## config.mk

```make
export PLATFORM = sky130hd
export DESIGN_NAME = ufl_line_control
export DESIGN_NICKNAME = d
export VERILOG_FILES = /design/src/hw/ufl_pkg.sv /design/src/hw/ufl_line_control.sv /design/src/hw/ufl_rx_timer.sv
export SDC_FILE = /design/constraint.sdc
export NUM_CORES = 1
export LEC_CHECK = 0
export BUFFER_PORTS_ARGS = -buffer_cell sky130_fd_sc_hd__buf_2
export CORE_ASPECT_RATIO = 2
export CORE_MARGIN = 4
export CORE_UTILIZATION = 47
export DETAILED_ROUTE_END_ITERATION = 7
export GPL_TIMING_DRIVEN = 0
export PLACE_DENSITY = 0.88
export REMOVE_ABC_BUFFERS = 1
export SYNTH_ARGS = -nofsm -noshare
export SYNTH_HDL_FRONTEND = slang
export SYNTH_HIERARCHICAL = 1
export SYNTH_SLANG_ARGS = --single-unit
```

## constraint.sdc

```tcl
create_clock -name clk_sys_i -period 2.55 [get_ports clk_sys_i]
set_input_delay 0.6375 -clock clk_sys_i [delete_from_list [all_inputs] [get_ports clk_sys_i]]
set_output_delay 0.6375 -clock clk_sys_i [all_outputs]
set_load 0.02 [all_outputs]
```

## src/hw/ufl_pkg.sv

```systemverilog
package ufl_pkg;

  // ****************************************
  // Register addresses
  // ****************************************
  localparam logic [2:0] UFL_ADDR_HOLD = 3'h0;
  localparam logic [2:0] UFL_ADDR_IDENT = 3'h2;
  localparam logic [2:0] UFL_ADDR_LFC = 3'h3;
  localparam logic [2:0] UFL_ADDR_MLC = 3'h4;

  // ****************************************
  // Field positions
  // ****************************************
  localparam int UFL_FC_ENABLE = 0;
  localparam int UFL_FC_RXCLR = 1;
  localparam int UFL_FC_TXCLR = 2;
  localparam int UFL_FC_MODE = 3;
  localparam int UFL_FC_TRIG_LO = 6;
  localparam int UFL_FC_TRIG_HI = 7;
  localparam int UFL_LF_STOP = 2;
  localparam int UFL_LF_PAR_EN = 3;
  localparam int UFL_LF_PAR_SEL = 4;
  localparam int UFL_LF_PAR_FORCE = 5;
  localparam int UFL_LF_BREAK = 6;
  localparam int UFL_LF_DIV = 7;
  localparam int UFL_ML_TERM = 0;
  localparam int UFL_ML_RTS = 1;
  localparam int UFL_ML_RING = 2;
  localparam int UFL_ML_IRQ_EN = 3;
  localparam int UFL_ML_LOOP = 4;

  // ****************************************
  // Reset values
  // ****************************************
  localparam logic [7:0] UFL_LFC_RST = 8'h00;
  localparam logic [4:0] UFL_MLC_RST = 5'h00;
  localparam logic [1:0] UFL_TRIG_RST = 2'h0;

  // ****************************************
  // Receive trigger levels
  // ****************************************
  localparam logic [4:0] UFL_TRIG_1 = 5'h01;
  localparam logic [4:0] UFL_TRIG_4 = 5'h04;
  localparam logic [4:0] UFL_TRIG_8 = 5'h08;
  localparam logic [4:0] UFL_TRIG_14 = 5'h0e;

  // ****************************************
  // Identification codes, bits 3 to 0
  // ****************************************
  localparam logic [3:0] UFL_ID_LINE = 4'h6;
  localparam logic [3:0] UFL_ID_RXDATA = 4'h4;
  localparam logic [3:0] UFL_ID_RXTIME = 4'hc;
  localparam logic [3:0] UFL_ID_TXEMPTY = 4'h2;
  localparam logic [3:0] UFL_ID_MODEM = 4'h0;
  localparam logic [3:0] UFL_ID_NONE = 4'h1;

  // ****************************************
  // Timeout in character times
  // ****************************************
  localparam logic [2:0] UFL_TIMEOUT_CHARS = 3'h4;

endpackage

```

## src/hw/ufl_line_control.sv

```systemverilog
`timescale 1ns/100ps
// Operation
// Mode 0: receive_ready_n low while any character is held, else high.
// Mode 1: transmit_ready_n high only when transmit FIFO is full.
// Mode 1: receive_ready_n low on trigger or timeout, high once empty.
// Trigger field picks 1, 4, 8 or 14 characters; resets to 1.
// Receive data interrupt at threshold; FIFO keeps filling beyond it.
// Identification read returns highest of four priority levels.
// Identification read clears only the source it reported.
// Codes: line 0110, data 0100, timeout 1100, tx empty 0010, modem 0000.
// Identification bit 0 low while pending, high otherwise and at reset.
// Bits 7:6 show FIFO enable, bits 5:4 read zero.
// Two low format bits select 5 to 8 data bits, reset 5.
// Stop bit: one, or 1.5 for 5 bits, else two.
// Parity enable adds parity on transmit and checks on receive.
// Parity select: zero odd, one even; both ends must agree.
// Force bit makes parity the inverse of the select bit.
// Break bit holds serial output low until cleared.
// Format bit 7 maps divisor latch in place of normal registers.
// terminal_ready_n is the inverse of modem control bit 0.
// request_to_send_n is the inverse of modem control bit 1.
// Modem control bit 2 drives internal ring indicator in loopback only.
// Modem control bit 4 enables local loopback, off by default.
// Modem control bit 3 enables the interrupt output driver.
// Mode 0: transmit_ready_n low when transmitter empty, high once loaded.
// FIFO control bit 0 gates other fields; bit 3 selects mode one.
// Timeout after four idle character times with data below threshold.
// Host rereads identification until bit 0 is one.
module ufl_line_control #(
  parameter int TX_DEPTH = 16
) (
  input wire logic clk_sys_i,
  input wire logic rstn_i,
  input wire logic cs_n_i,
  input wire logic rd_i,
  input wire logic wr_i,
  input wire logic [2:0] addr_i,
  input wire logic [7:0] wdata_i,
  output logic [7:0] rdata_o,
  input wire logic [4:0] rx_count_i,
  input wire logic [4:0] tx_count_i,
  input wire logic rx_push_i,
  input wire logic bit_tick_i,
  input wire logic line_irq_i,
  input wire logic modem_irq_i,
  input wire logic [3:0] irq_enable_i,
  input wire logic tx_serial_i,
  input wire logic [7:0] tx_data_i,
  input wire logic [7:0] rx_data_i,
  input wire logic rx_parity_i,
  output logic receive_ready_n_o,
  output logic transmit_ready_n_o,
  output logic irq_o,
  output logic irq_oe_o,
  output logic terminal_ready_n_o,
  output logic request_to_send_n_o,
  output logic ring_indicator_n_o,
  output logic carrier_detect_n_o,
  output logic loopback_o,
  output logic tx_serial_o,
  output logic [3:0] data_bits_o,
  output logic stop_half_o,
  output logic stop_two_o,
  output logic parity_en_o,
  output logic tx_parity_o,
  output logic rx_parity_err_o,
  output logic divisor_access_o,
  output logic fifo_en_o,
  output logic rx_fifo_clr_o,
  output logic tx_fifo_clr_o,
  output logic rx_pop_o
);
  import ufl_pkg::*;

  typedef struct packed {
    logic fifo_en;
    logic mode1;
    logic [1:0] trig;
    logic [7:0] lfc;
    logic [4:0] mlc;
    logic txe_pend;
    logic tx_empty_prev;
    logic rto_pend;
    logic rx_rdy;
    logic rx_clr;
    logic tx_clr;
    logic [7:0] rdata;
  } ufl_state_t;

  ufl_state_t s_q;
  ufl_state_t s_d;

  logic rd_acc;
  logic wr_acc;
  logic id_read;
  logic mode1;
  logic [4:0] transmit_holding;
  logic [3:0] id_code;
  logic any_pend;
  logic src_line;
  logic src_rxd;
  logic src_rto;
  logic src_txe;
  logic src_modem;
  logic tx_empty;
  logic txe_set;
  logic tmr_active;
  logic tmr_expired;
  logic [3:0] frame_bits;
  logic [7:0] tmr_limit;
  logic [7:0] data_mask;
  logic [7:0] tx_masked;
  logic [7:0] rx_masked;
  logic rx_expect;

  // ****************************************
  // Bus decode
  // ****************************************
  assign rd_acc = !cs_n_i && rd_i;
  assign wr_acc = !cs_n_i && wr_i;
  assign id_read = rd_acc && addr_i == UFL_ADDR_IDENT && !s_q.lfc[UFL_LF_DIV];
  assign rx_pop_o = rd_acc && addr_i == UFL_ADDR_HOLD
                    && !s_q.lfc[UFL_LF_DIV];
  assign mode1 = s_q.fifo_en && s_q.mode1;

  // ****************************************
  // Receive threshold
  // ****************************************
  always_comb begin
    case (s_q.trig)
      2'h0: transmit_holding = UFL_TRIG_1;
      2'h1: transmit_holding = UFL_TRIG_4;
      2'h2: transmit_holding = UFL_TRIG_8;
      2'h3: transmit_holding = UFL_TRIG_14;
      default: transmit_holding = UFL_TRIG_1;
    endcase
  end

  // ****************************************
  // Interrupt sources and priority
  // ****************************************
  assign tx_empty = tx_count_i == 5'h00;
  assign txe_set = tx_empty && !s_q.tx_empty_prev;
  assign src_line = line_irq_i && irq_enable_i[2];
  assign src_rxd = irq_enable_i[0] && rx_count_i != 5'h00
                   && rx_count_i >= (s_q.fifo_en ? transmit_holding : UFL_TRIG_1);
  assign src_rto = irq_enable_i[0] && s_q.rto_pend;
  assign src_txe = irq_enable_i[1] && s_q.txe_pend;
  assign src_modem = irq_enable_i[3] && modem_irq_i;
  assign any_pend = src_line || src_rxd || src_rto || src_txe || src_modem;

  always_comb begin
    if (src_line) begin
      id_code = UFL_ID_LINE;
    end else if (src_rxd) begin
      id_code = UFL_ID_RXDATA;
    end else if (src_rto) begin
      id_code = UFL_ID_RXTIME;
    end else if (src_txe) begin
      id_code = UFL_ID_TXEMPTY;
    end else if (src_modem) begin
      id_code = UFL_ID_MODEM;
    end else begin
      id_code = UFL_ID_NONE;
    end
  end

  // ****************************************
  // Receive timeout timer
  // ****************************************
  assign frame_bits = 4'h2 + {2'h0, s_q.lfc[1:0]} + 4'h5
                      + {3'h0, s_q.lfc[UFL_LF_PAR_EN]}
                      + {3'h0, s_q.lfc[UFL_LF_STOP]};
  assign tmr_limit = {4'h0, frame_bits} * {5'h00, UFL_TIMEOUT_CHARS};
  assign tmr_active = s_q.fifo_en && rx_count_i != 5'h00
                      && rx_count_i < transmit_holding;

  ufl_rx_timer u_timer (
    .clk_sys_i(clk_sys_i),
    .rstn_i(rstn_i),
    .active_i(tmr_active),
    .restart_i(rx_push_i || rx_pop_o),
    .bit_tick_i(bit_tick_i),
    .limit_i(tmr_limit),
    .expired_o(tmr_expired)
  );

  // ****************************************
  // Next state
  // ****************************************
  always_comb begin
    s_d = s_q;
    s_d.rx_clr = 1'b0;
    s_d.tx_clr = 1'b0;
    s_d.tx_empty_prev = tx_empty;
    if (wr_acc && !s_q.lfc[UFL_LF_DIV]) begin
      if (addr_i == UFL_ADDR_IDENT) begin
        s_d.fifo_en = wdata_i[UFL_FC_ENABLE];
        if (wdata_i[UFL_FC_ENABLE]) begin
          s_d.mode1 = wdata_i[UFL_FC_MODE];
          s_d.trig = wdata_i[UFL_FC_TRIG_HI:UFL_FC_TRIG_LO];
          s_d.rx_clr = wdata_i[UFL_FC_RXCLR];
          s_d.tx_clr = wdata_i[UFL_FC_TXCLR];
        end
      end
      if (addr_i == UFL_ADDR_MLC) begin
        s_d.mlc = wdata_i[4:0];
      end
    end
    if (wr_acc && addr_i == UFL_ADDR_LFC) begin
      s_d.lfc = wdata_i;
    end
    // Clear by read of the reported source, set wins
    if (!tx_empty) begin
      s_d.txe_pend = 1'b0;
    end else if (id_read && id_code == UFL_ID_TXEMPTY) begin
      s_d.txe_pend = 1'b0;
    end
    if (txe_set) begin
      s_d.txe_pend = 1'b1;
    end
    if (rx_push_i || rx_pop_o || (id_read && id_code == UFL_ID_RXTIME)) begin
      s_d.rto_pend = 1'b0;
    end
    if (tmr_expired) begin
      s_d.rto_pend = 1'b1;
    end
    // Mode 1 receive ready latch
    if (rx_count_i >= transmit_holding || s_d.rto_pend) begin
      s_d.rx_rdy = 1'b1;
    end else if (rx_count_i == 5'h00) begin
      s_d.rx_rdy = 1'b0;
    end
    if (rd_acc) begin
      case (addr_i)
        UFL_ADDR_IDENT: s_d.rdata = s_q.lfc[UFL_LF_DIV] ? 8'h00
          : {{2{s_q.fifo_en}}, 2'h0, id_code};
        UFL_ADDR_LFC: s_d.rdata = s_q.lfc;
        UFL_ADDR_MLC: s_d.rdata = {3'h0, s_q.mlc};
        default: s_d.rdata = 8'h00;
      endcase
    end
  end

  always_ff @(posedge clk_sys_i or negedge rstn_i) begin
    if (!rstn_i) begin
      s_q <= '0;
      s_q.trig <= UFL_TRIG_RST;
      s_q.lfc <= UFL_LFC_RST;
      s_q.mlc <= UFL_MLC_RST;
      s_q.tx_empty_prev <= 1'b1;
    end else begin
      s_q <= s_d;
    end
  end

  // ****************************************
  // Pins and format outputs
  // ****************************************
  assign rdata_o = s_q.rdata;
  assign fifo_en_o = s_q.fifo_en;
  assign rx_fifo_clr_o = s_q.rx_clr;
  assign tx_fifo_clr_o = s_q.tx_clr;
  assign receive_ready_n_o = mode1 ? !s_q.rx_rdy
                           : rx_count_i == 5'h00;
  assign transmit_ready_n_o = mode1
    ? tx_count_i == 5'(TX_DEPTH)
    : !tx_empty;
  assign irq_oe_o = s_q.mlc[UFL_ML_IRQ_EN];
  assign irq_o = irq_oe_o && any_pend;
  assign loopback_o = s_q.mlc[UFL_ML_LOOP];
  assign terminal_ready_n_o = !s_q.mlc[UFL_ML_TERM];
  assign request_to_send_n_o = !s_q.mlc[UFL_ML_RTS];
  assign ring_indicator_n_o = !(loopback_o && s_q.mlc[UFL_ML_RING]);
  assign carrier_detect_n_o = !(loopback_o && s_q.mlc[UFL_ML_IRQ_EN]);
  assign tx_serial_o = tx_serial_i && !s_q.lfc[UFL_LF_BREAK];
  assign divisor_access_o = s_q.lfc[UFL_LF_DIV];
  assign data_bits_o = 4'h5 + {2'h0, s_q.lfc[1:0]};
  assign stop_half_o = s_q.lfc[UFL_LF_STOP] && s_q.lfc[1:0] == 2'h0;
  assign stop_two_o = s_q.lfc[UFL_LF_STOP] && s_q.lfc[1:0] != 2'h0;
  assign parity_en_o = s_q.lfc[UFL_LF_PAR_EN];

  // ****************************************
  // Parity generation and check
  // ****************************************
  assign data_mask = 8'hff >> (3'h3 - {1'b0, s_q.lfc[1:0]});
  assign tx_masked = tx_data_i & data_mask;
  assign rx_masked = rx_data_i & data_mask;
  assign tx_parity_o = s_q.lfc[UFL_LF_PAR_FORCE] ? !s_q.lfc[UFL_LF_PAR_SEL]
    : (s_q.lfc[UFL_LF_PAR_SEL] ? ^tx_masked : !(^tx_masked));
  assign rx_expect = s_q.lfc[UFL_LF_PAR_FORCE] ? !s_q.lfc[UFL_LF_PAR_SEL]
    : (s_q.lfc[UFL_LF_PAR_SEL] ? ^rx_masked : !(^rx_masked));
  assign rx_parity_err_o = parity_en_o && rx_parity_i != rx_expect;
endmodule

```

## src/hw/ufl_rx_timer.sv

```systemverilog
`timescale 1ns/100ps
module ufl_rx_timer (
  input wire logic clk_sys_i,
  input wire logic rstn_i,
  input wire logic active_i,
  input wire logic restart_i,
  input wire logic bit_tick_i,
  input wire logic [7:0] limit_i,
  output logic expired_o
);
  import ufl_pkg::*;

  typedef struct packed {
    logic [7:0] cnt;
    logic fired;
    logic expired;
  } ufl_tmr_t;

  ufl_tmr_t s_q;
  ufl_tmr_t s_d;

  // ****************************************
  // Bit time counter
  // ****************************************
  always_comb begin
    s_d = s_q;
    s_d.expired = 1'b0;
    if (!active_i || restart_i) begin
      s_d.cnt = 8'h00;
      s_d.fired = 1'b0;
    end else if (bit_tick_i && !s_q.fired) begin
      if (s_q.cnt + 8'h01 >= limit_i) begin
        s_d.expired = 1'b1;
        s_d.fired = 1'b1;
      end else begin
        s_d.cnt = s_q.cnt + 8'h01;
      end
    end
  end

  always_ff @(posedge clk_sys_i or negedge rstn_i) begin
    if (!rstn_i) begin
      s_q <= '0;
    end else begin
      s_q <= s_d;
    end
  end

  assign expired_o = s_q.expired;
endmodule

```

==> results by group, run 1 <==
Status
  • Status: complete, but fails checks
  • Failing checks: negative setup slack

Drt
  • DR WL/cell: 17.56 um
  • Via count: 2761
  • Drt total wl: 8254 um
  • DRT iter0 DRCs: 111
  • DRC viols: 0
  • Routed Antenna Nets: 0
  • Via density: 5.874
  • TritonRoute pass-1 iters: 5

Yosys
  • Mux contribution to synthesized area: 4.321%
  • Post-Synthesis Cell Area: 0.002838 mm^2
  • Sequential area share after synthesis: 36.20%
  • Synth cell types: 50
  • Ys async rst share: 100.0%
  • Post-Synth Simple-Gate Area: 19.09%
  • Yosys reg bits: 41
  • Syn Inst Count: 309
  • Post-Synth Adder-Cell Area: 10.41%
  • XOR/XNOR Fraction of Synth Area: 7.760%
  • Synth Flop Type: dfrtp_1
  • Post-synth EDFFs: 0
  • Largest family of logic cells by synthesized area: simple AND/OR/NAND/NOR gates
  • Yosys warning count: 6
  • Compound-cell area share of the yosys netlist: 15.43%
  • Avg Cell Area, Syn: 9.184 um^2

Clock tree
  • Number of buffers created by CTS: 5
  • Clk sinks: 41
  • H-tree depth: 2
  • TritonCTS clock tree: built
  • CTS root buf: clkbuf_16
  • Clk_lat worst skew: 0.29 ns
  • Clock-pin slew on the worst setup and hold paths: 0.07 ns
  • Hold buffers post-CTS: 0
  • Longest Clk Path Bufs: 2

Worst setup path
  • Slowest cell on crit path: dfrtp_2
  • Crit path DAT: 2.09 ns
  • CP delay by family, top: flip-flops
  • Worst Path Max Fanout: 4
  • Worst Path Buf+Inv: 2
  • Worst path cell trace: inv_2 -> ha_4 -> nor2b_4 -> xnor2_2 -> xnor3_1 -> or3_1 -> a21oi_2 -> buf_6
  • Max incr delay on CP: 0.45 ns
  • Critical path class: flip-flop to output pin
  • CP Capture Type: output pin
  • Worst path required time: 1.91 ns
  • CP startpoint kind: flip-flop

Cells and area
  • Most frequent cells in the layout: 76 x buf_2, 40 x nand2_1, 34 x dfrtp_1
  • Final net count: 483
  • Layout cells sized above 1: 42.79%
  • Fillers: 439
  • Commonest non-fill, non-tap cell in the layout: buf_2
  • Diodes inserted: 0
  • Layout area overhead: 35.27%

Placed design
  • Port Buf Inserts: 83
  • Placer Congestion: 0.8931
  • Placed wire-length estimate: 5947 um
  • Pre-CTS setup slack: -0.4494 ns

Die
  • CORE AREA: 0.005807 mm^2
  • Die Wd: 62.95 um
  • Row count: 39
  • IO Pins: 84
  • Total die area: 0.007421 mm^2
  • Die Height: 117.9 um
  • Starting Density: 48.87%

Timing
  • RSZ-0062 raised after global routing: true
  • Worst Skew: 0.01084 ns
  • Final Max Tran Viols: 0
  • Slew @ Worst Pin: 0.9127 ns
  • Final min period: 2.731 ns
  • WHS: 0.4728 ns
  • Slew HR: 39.16%
  • Fmax: 0.3662 GHz
  • Tcrit/Tclk final: 107.1%
  • Final hold vios: 0
  • Final number of setup-violating endpoints: 11
  • Slack of the critical path: -0.1806 ns

Power and ir drop
  • Clock Power Share: 28.1%
  • Reg power frac: 31.6%
  • Pwr dens: 683.1 mW/mm^2
  • Max VDD drop: 0.5106 mV
  • Net Switching: 0.9282 mW
  • Pleak: 1.824 nW
  • Switch share: 35.40%
  • Cell internal pwr: 1.694 mW
  • Comb power frac: 40.3%

GRT
  • Initial antenna violation count: 0
  • First-pass GRT wire length: 13530 um
  • Number of global-route vias before repair: 2886
  • Largest net degree at the start of global routing: 42
  • GR Util All Layers: 22.88%
  • Total gr overflow: 0

Job
  • MaxCap Viol Count: 0

Hold path
  • Worst Hold Class: input port to asynchronous set/reset pin
==> layer usage <==
metal,wire [um],global-route usage (%)
met4,325,11.89
met3,426,2.197
met2,4682,43.68
met1,2819,23.67
met5,0,0
==> state kept, by name, indices dropped and copies added (netlist names) <==
register	flops
divisor_access_o	1
fifo_en_o	1
irq_oe_o	1
loopback_o	1
parity_en_o	1
rdata_o	8
rx_fifo_clr_o	1
s_q	16
tx_fifo_clr_o	1
u_timer/expired_o	1
u_timer/s_q	9
==> power by group through the flow <==
stage               clock network [mW]  logic, mW  registers (mW)
floorplan                            0      0.477           0.839
global placement                     0      0.726           0.832
detailed placement                   0      0.762           0.835
CTS                              0.740       1.01           0.816
global route                     0.780       1.15           0.840
finish                           0.736       1.06           0.828
==> repair_timing <==
item                                    CTS  global route
resized for setup                        57            12
endpoints found under the setup margin   13            13
setup buffers                            17             4
cloned                                    1             0
pin swaps                                31            18
==> synth_stat cells (2+ instances only) <==
library cell | count | area, um^2
nand2_1 | 41 | 153.9
dfrtp_1 | 40 | 1001
inv_1 | 25 | 93.84
o21ai_0 | 25 | 125.1
ha_1 | 22 | 275.3
xnor2_1 | 15 | 131.4
a21oi_1 | 14 | 70.07
nor2_1 | 14 | 52.55
mux2_2 | 10 | 112.6
buf_4 | 8 | 60.06
nor2b_1 | 8 | 50.05
nand3_1 | 7 | 35.03
or3_1 | 7 | 43.79
and2_1 | 5 | 31.28
xor2_1 | 5 | 43.79
a22oi_1 | 4 | 30.03
a31oi_1 | 4 | 25.02
and3_1 | 4 | 25.02
clkbuf_1 | 4 | 15.01
a31o_2 | 3 | 26.28
nand2b_1 | 3 | 18.77
o211ai_1 | 3 | 22.52
a211o_1 | 2 | 17.52
a211oi_1 | 2 | 15.01
a21o_1 | 2 | 15.01
a221oi_1 | 2 | 17.52
nand4b_1 | 2 | 17.52
nor3b_1 | 2 | 15.01
nor4b_2 | 2 | 30.03
or2_1 | 2 | 12.51
or4_1 | 2 | 15.01
xnor3_1 | 2 | 45.04
==> final timing paths <==
check                                 start         endpoint  slack, ns  depth (start not counted)
max in group asynchronous            rstn_i   u_timer/s_q[2]       1.43                          1
worst min-delay path                 rstn_i    tx_fifo_clr_o       0.47                          1
worst min register to register   rdata_o[5]       rdata_o[5]       0.47                          2
min in group clk_sys_i           rdata_o[5]       rdata_o[5]       0.47                          2
worst max-delay path                s_q[20]  rx_parity_err_o      -0.18                          8
worst max register to register  parity_en_o   u_timer/s_q[4]      -0.15                         14
==> cells by family (layout without fill, tap and decap cells) <==
| family | count (synthesis) | in the layout |
|---|---|---|
| xor gates and xnor gates | 22 | 22 |
| adders and majority gates | 23 | 23 |
| and+or+nand+nor | 104 | 104 |
| AOI/OAI and AO/OA | 67 | 68 |
| muxes | 11 | 11 |
| DFF | 41 | 41 |
| other | 1 | 4 |
| buffers and inverters | 40 | 136 |
==> per-stage QoR <==
step | utilization (%) | instances | instance area, um^2 | TNS [ns] | power, mW
floorplan | - | 297 | 2754 | -2.631 | 1.316
global placement | 55.89 | 441 | 3246 | -3.661 | 1.558
detailed placement | 55.89 | 441 | 3246 | -4.303 | 1.597
CTS | 64.66 | 467 | 3755 | -1.433 | 2.563
global route | 66.11 | 470 | 3839 | -2.934 | 2.765
finish | 66.11 | 470 | 3839 | -1.434 | 2.622
==> cell type report <==
cell class | count | area (um^2) | share of cell area [%]
Timing Repair Buffer | 103 | 601.8 | 15.68
Inverter | 25 | 96.34 | 2.510
Sequential cell | 41 | 1035 | 26.96
Clock inverter | 3 | 46.29 | 1.206
Multi-Input combinational cell | 232 | 1858 | 48.40
Clock buffer | 5 | 125.1 | 3.259
Tap cell | 61 | 76.32 | 1.988
(Power assumes the default switching activity.)
==> inputs of run 2 (changes only) <==
--- a/config.mk
+++ b/config.mk
@@ -7,12 +7,12 @@
 export LEC_CHECK = 0
 export BUFFER_PORTS_ARGS = -buffer_cell sky130_fd_sc_hd__buf_2
 export CORE_ASPECT_RATIO = 2
-export CORE_MARGIN = 4
 export CORE_UTILIZATION = 47
 export DETAILED_ROUTE_END_ITERATION = 7
 export GPL_TIMING_DRIVEN = 0
 export PLACE_DENSITY = 0.88
 export REMOVE_ABC_BUFFERS = 1
+export SKIP_CTS_REPAIR_TIMING = 1
 export SYNTH_ARGS = -nofsm -noshare
 export SYNTH_HDL_FRONTEND = slang
 export SYNTH_HIERARCHICAL = 1
==> run 2 against run 1 <==
Total power shrank 7.7%. Highest routed layer unchanged. Routed wire length shrank 4.3%. Critical path depth grew 5. Core utilization shrank 0.50 points. Non-clock buffer count shrank 4. The run ends with design-rule violations, negative setup slack left. Sequential power is essentially flat. Sequential share of layout area grew 0.40 points.
==> results by group, run 2 (synthesized netlist as in run 1, its figures left out) <==
Status
  • Status: complete, but fails checks
  • Failing checks: design-rule violations, negative setup slack

Drt
  • DRC viols: 6 (+6)
  • Routed Antenna Nets: 0 (unchanged)
  • DR WL/cell: 17.02 um (-3.1%)
  • Via count: 2634 (-4.6%)
  • Via density: 5.677 (-3.4%)
  • DRT iter0 DRCs: 68 (-39%)
  • TritonRoute pass-1 iters: 6 (+1)
  • Drt total wl: 7898 um (-4.3%)

Timing
  • Final hold vios: 0 (unchanged)
  • Slew HR: 38.22% (-0.94 points)
  • Final Max Tran Viols: 0 (unchanged)
  • Tcrit/Tclk final: 112.8% (+5.8 points)
  • Fmax: 0.3475 GHz (-5.1%)
  • Total Neg Setup Slack: -3.005 ns (-1.571 ns)
  • RSZ-0062 raised after global routing: true
  • Worst Skew: 0.004637 ns (-0.006201 ns)
  • Final min period: 2.877 ns (+0.1467 ns)
  • Slew @ Worst Pin: 0.9267 ns (+0.01404 ns)
  • Final number of setup-violating endpoints: 12 (+1)
  • Slack of the critical path: -0.3274 ns (-0.1467 ns)

Cells and area
  • Layout Cells excl Fill: 464 (-1.3%)
  • Commonest non-fill, non-tap cell in the layout: buf_2
  • Max reg flops: 16 (unchanged)
  • Diodes inserted: 0 (unchanged)
  • Most frequent cells in the layout: 76 x buf_2, 40 x nand2_1, 35 x dfrtp_1
  • Layout cells sized above 1: 41.69% (-1.1 points)
  • Layout area overhead: 33.11%
  • Largest Register: s_q
  • Final net count: 479 (-0.83%)

Hold path
  • Worst Hold Class: flip-flop to flip-flop

Die
  • Total die area: 0.006372 mm^2 (-14%)
  • Die Height: 111.9 um (-5.1%)
  • Starting Density: 49.28% (+0.41 points)
  • IO Pins: 84 (unchanged)
  • Row count: 39 (unchanged)
  • CORE AREA: 0.005758 mm^2 (-0.84%)
  • Die Wd: 56.95 um (-9.5%)

Placed design
  • Placer Congestion: 0.8851 (-0.90%)
  • Port Buf Inserts: 83 (unchanged)
  • DP Cell Count: 441 (unchanged)
  • Placed wire-length estimate: 5574 um (-6.3%)
  • Pre-CTS setup slack: -0.4905 ns (-0.04106 ns)

GRT
  • Number of global-route vias before repair: 2519 (-13%)
  • Total gr overflow: 0 (unchanged)
  • GR Util All Layers: 22.84% (-0.044 points)
  • First-pass GRT wire length: 11140 um (-18%)
  • Initial antenna violation count: 0 (unchanged)
  • Largest net degree at the start of global routing: 42 (unchanged)

Worst setup path
  • Critical path class: flip-flop to flip-flop
  • Crit path DAT: 3.09 ns (+1.00 ns)
  • Worst path required time: 2.76 ns (+0.85 ns)
  • Worst Path Max Fanout: 8 (+4)
  • CP Capture Type: flip-flop
  • CP startpoint kind: flip-flop

Clock tree
  • Clk_lat worst skew: 0.28 ns (about the same)
  • Longest Clk Path Bufs: 2 (unchanged)
  • Clk sinks: 41 (unchanged)
  • CTS root buf: clkbuf_16
  • TritonCTS clock tree: built
  • Clock-pin slew on the worst setup and hold paths: 0.06 ns (about the same)
  • Number of buffers created by CTS: 5 (unchanged)
  • H-tree depth: 2 (unchanged)

Job
  • MaxCap Viol Count: 0 (unchanged)

Power and ir drop
  • Pwr dens: 641.0 mW/mm^2 (-6.2%)
  • Max VDD drop: 0.5417 mV (+6.1%)
  • Pleak: 1.798 nW (-1.4%)
-- run 2: worst max-delay path, stage by stage, from the launching register on --
cell and delay (ns):
dfrtp_1 0.40, inv_2 0.07, ha_4 0.26, inv_2 0.04, ha_4 0.15, inv_4 0.05, fa_2 0.43, inv_2 0.06
inv_2 0.04, ha_4 0.16, a2111oi_4 0.46, o21bai_4 0.16, or3_4 0.39, a21oi_2 0.12
-- run 2: path summary, 6_finish.rpt --
path | from | end | slack [ns] | depth (start not counted)
setup reg to reg | parity_en_o | u_timer/s_q[7] | -0.33 | 13
hold / removal | rdata_o[5] | rdata_o[5] | 0.47 | 2
max in group asynchronous | rstn_i | s_q[27] | 1.42 | 1
hold reg to reg | rdata_o[5] | rdata_o[5] | 0.47 | 2
setup / recovery | parity_en_o | u_timer/s_q[7] | -0.33 | 13
min in group asynchronous | rstn_i | rx_fifo_clr_o | 0.49 | 1
-- run 2: power by group --
| group | switching [mW] | internal, mW |
|---|---|---|
| registers | 0.0992 | 0.730 |
| clock network | 0.238 | 0.349 |
| logic | 0.536 | 0.468 |
-- run 2: layout make-up --
type | instances | area (um^2)
Clock buffer | 5 | 125.1
Clock inverter | 1 | 5.005
Fill cell | 436 | 1981
Inverter | 25 | 98.84
Multi-Input combinational cell | 232 | 1863
Sequential cell | 41 | 1033
Tap cell | 61 | 76.32
Timing Repair Buffer | 99 | 575.6
-- run 2: metrics by stage --
step	hold slack (ns)	util, %	cell area [um^2]	total power [mW]
after floorplan	0.3419	-	2754	1.316
after global placement	0.4519	56.37	3246	1.546
after detailed placement	0.4588	56.37	3246	1.584
after CTS	0.4724	58.63	3376	2.172
after global routing	0.4877	65.60	3777	2.567
final	0.4705	65.60	3777	2.421
-- run 2: routing by layer --
| layer | wire length (um) | vias up | share of wire (%) | global-route usage, % |
|---|---|---|---|---|
| li1 | - | 1255 | - | - |
| met4 | 251 | 0 | 3.2 | 10.89 |
| met1 | 2865 | 1284 | 36 | 23.03 |
| met2 | 4560 | 74 | 58 | 43.14 |
| met3 | 220 | 21 | 2.8 | 4.181 |
| met5 | 0 | - | 0 | 0 |
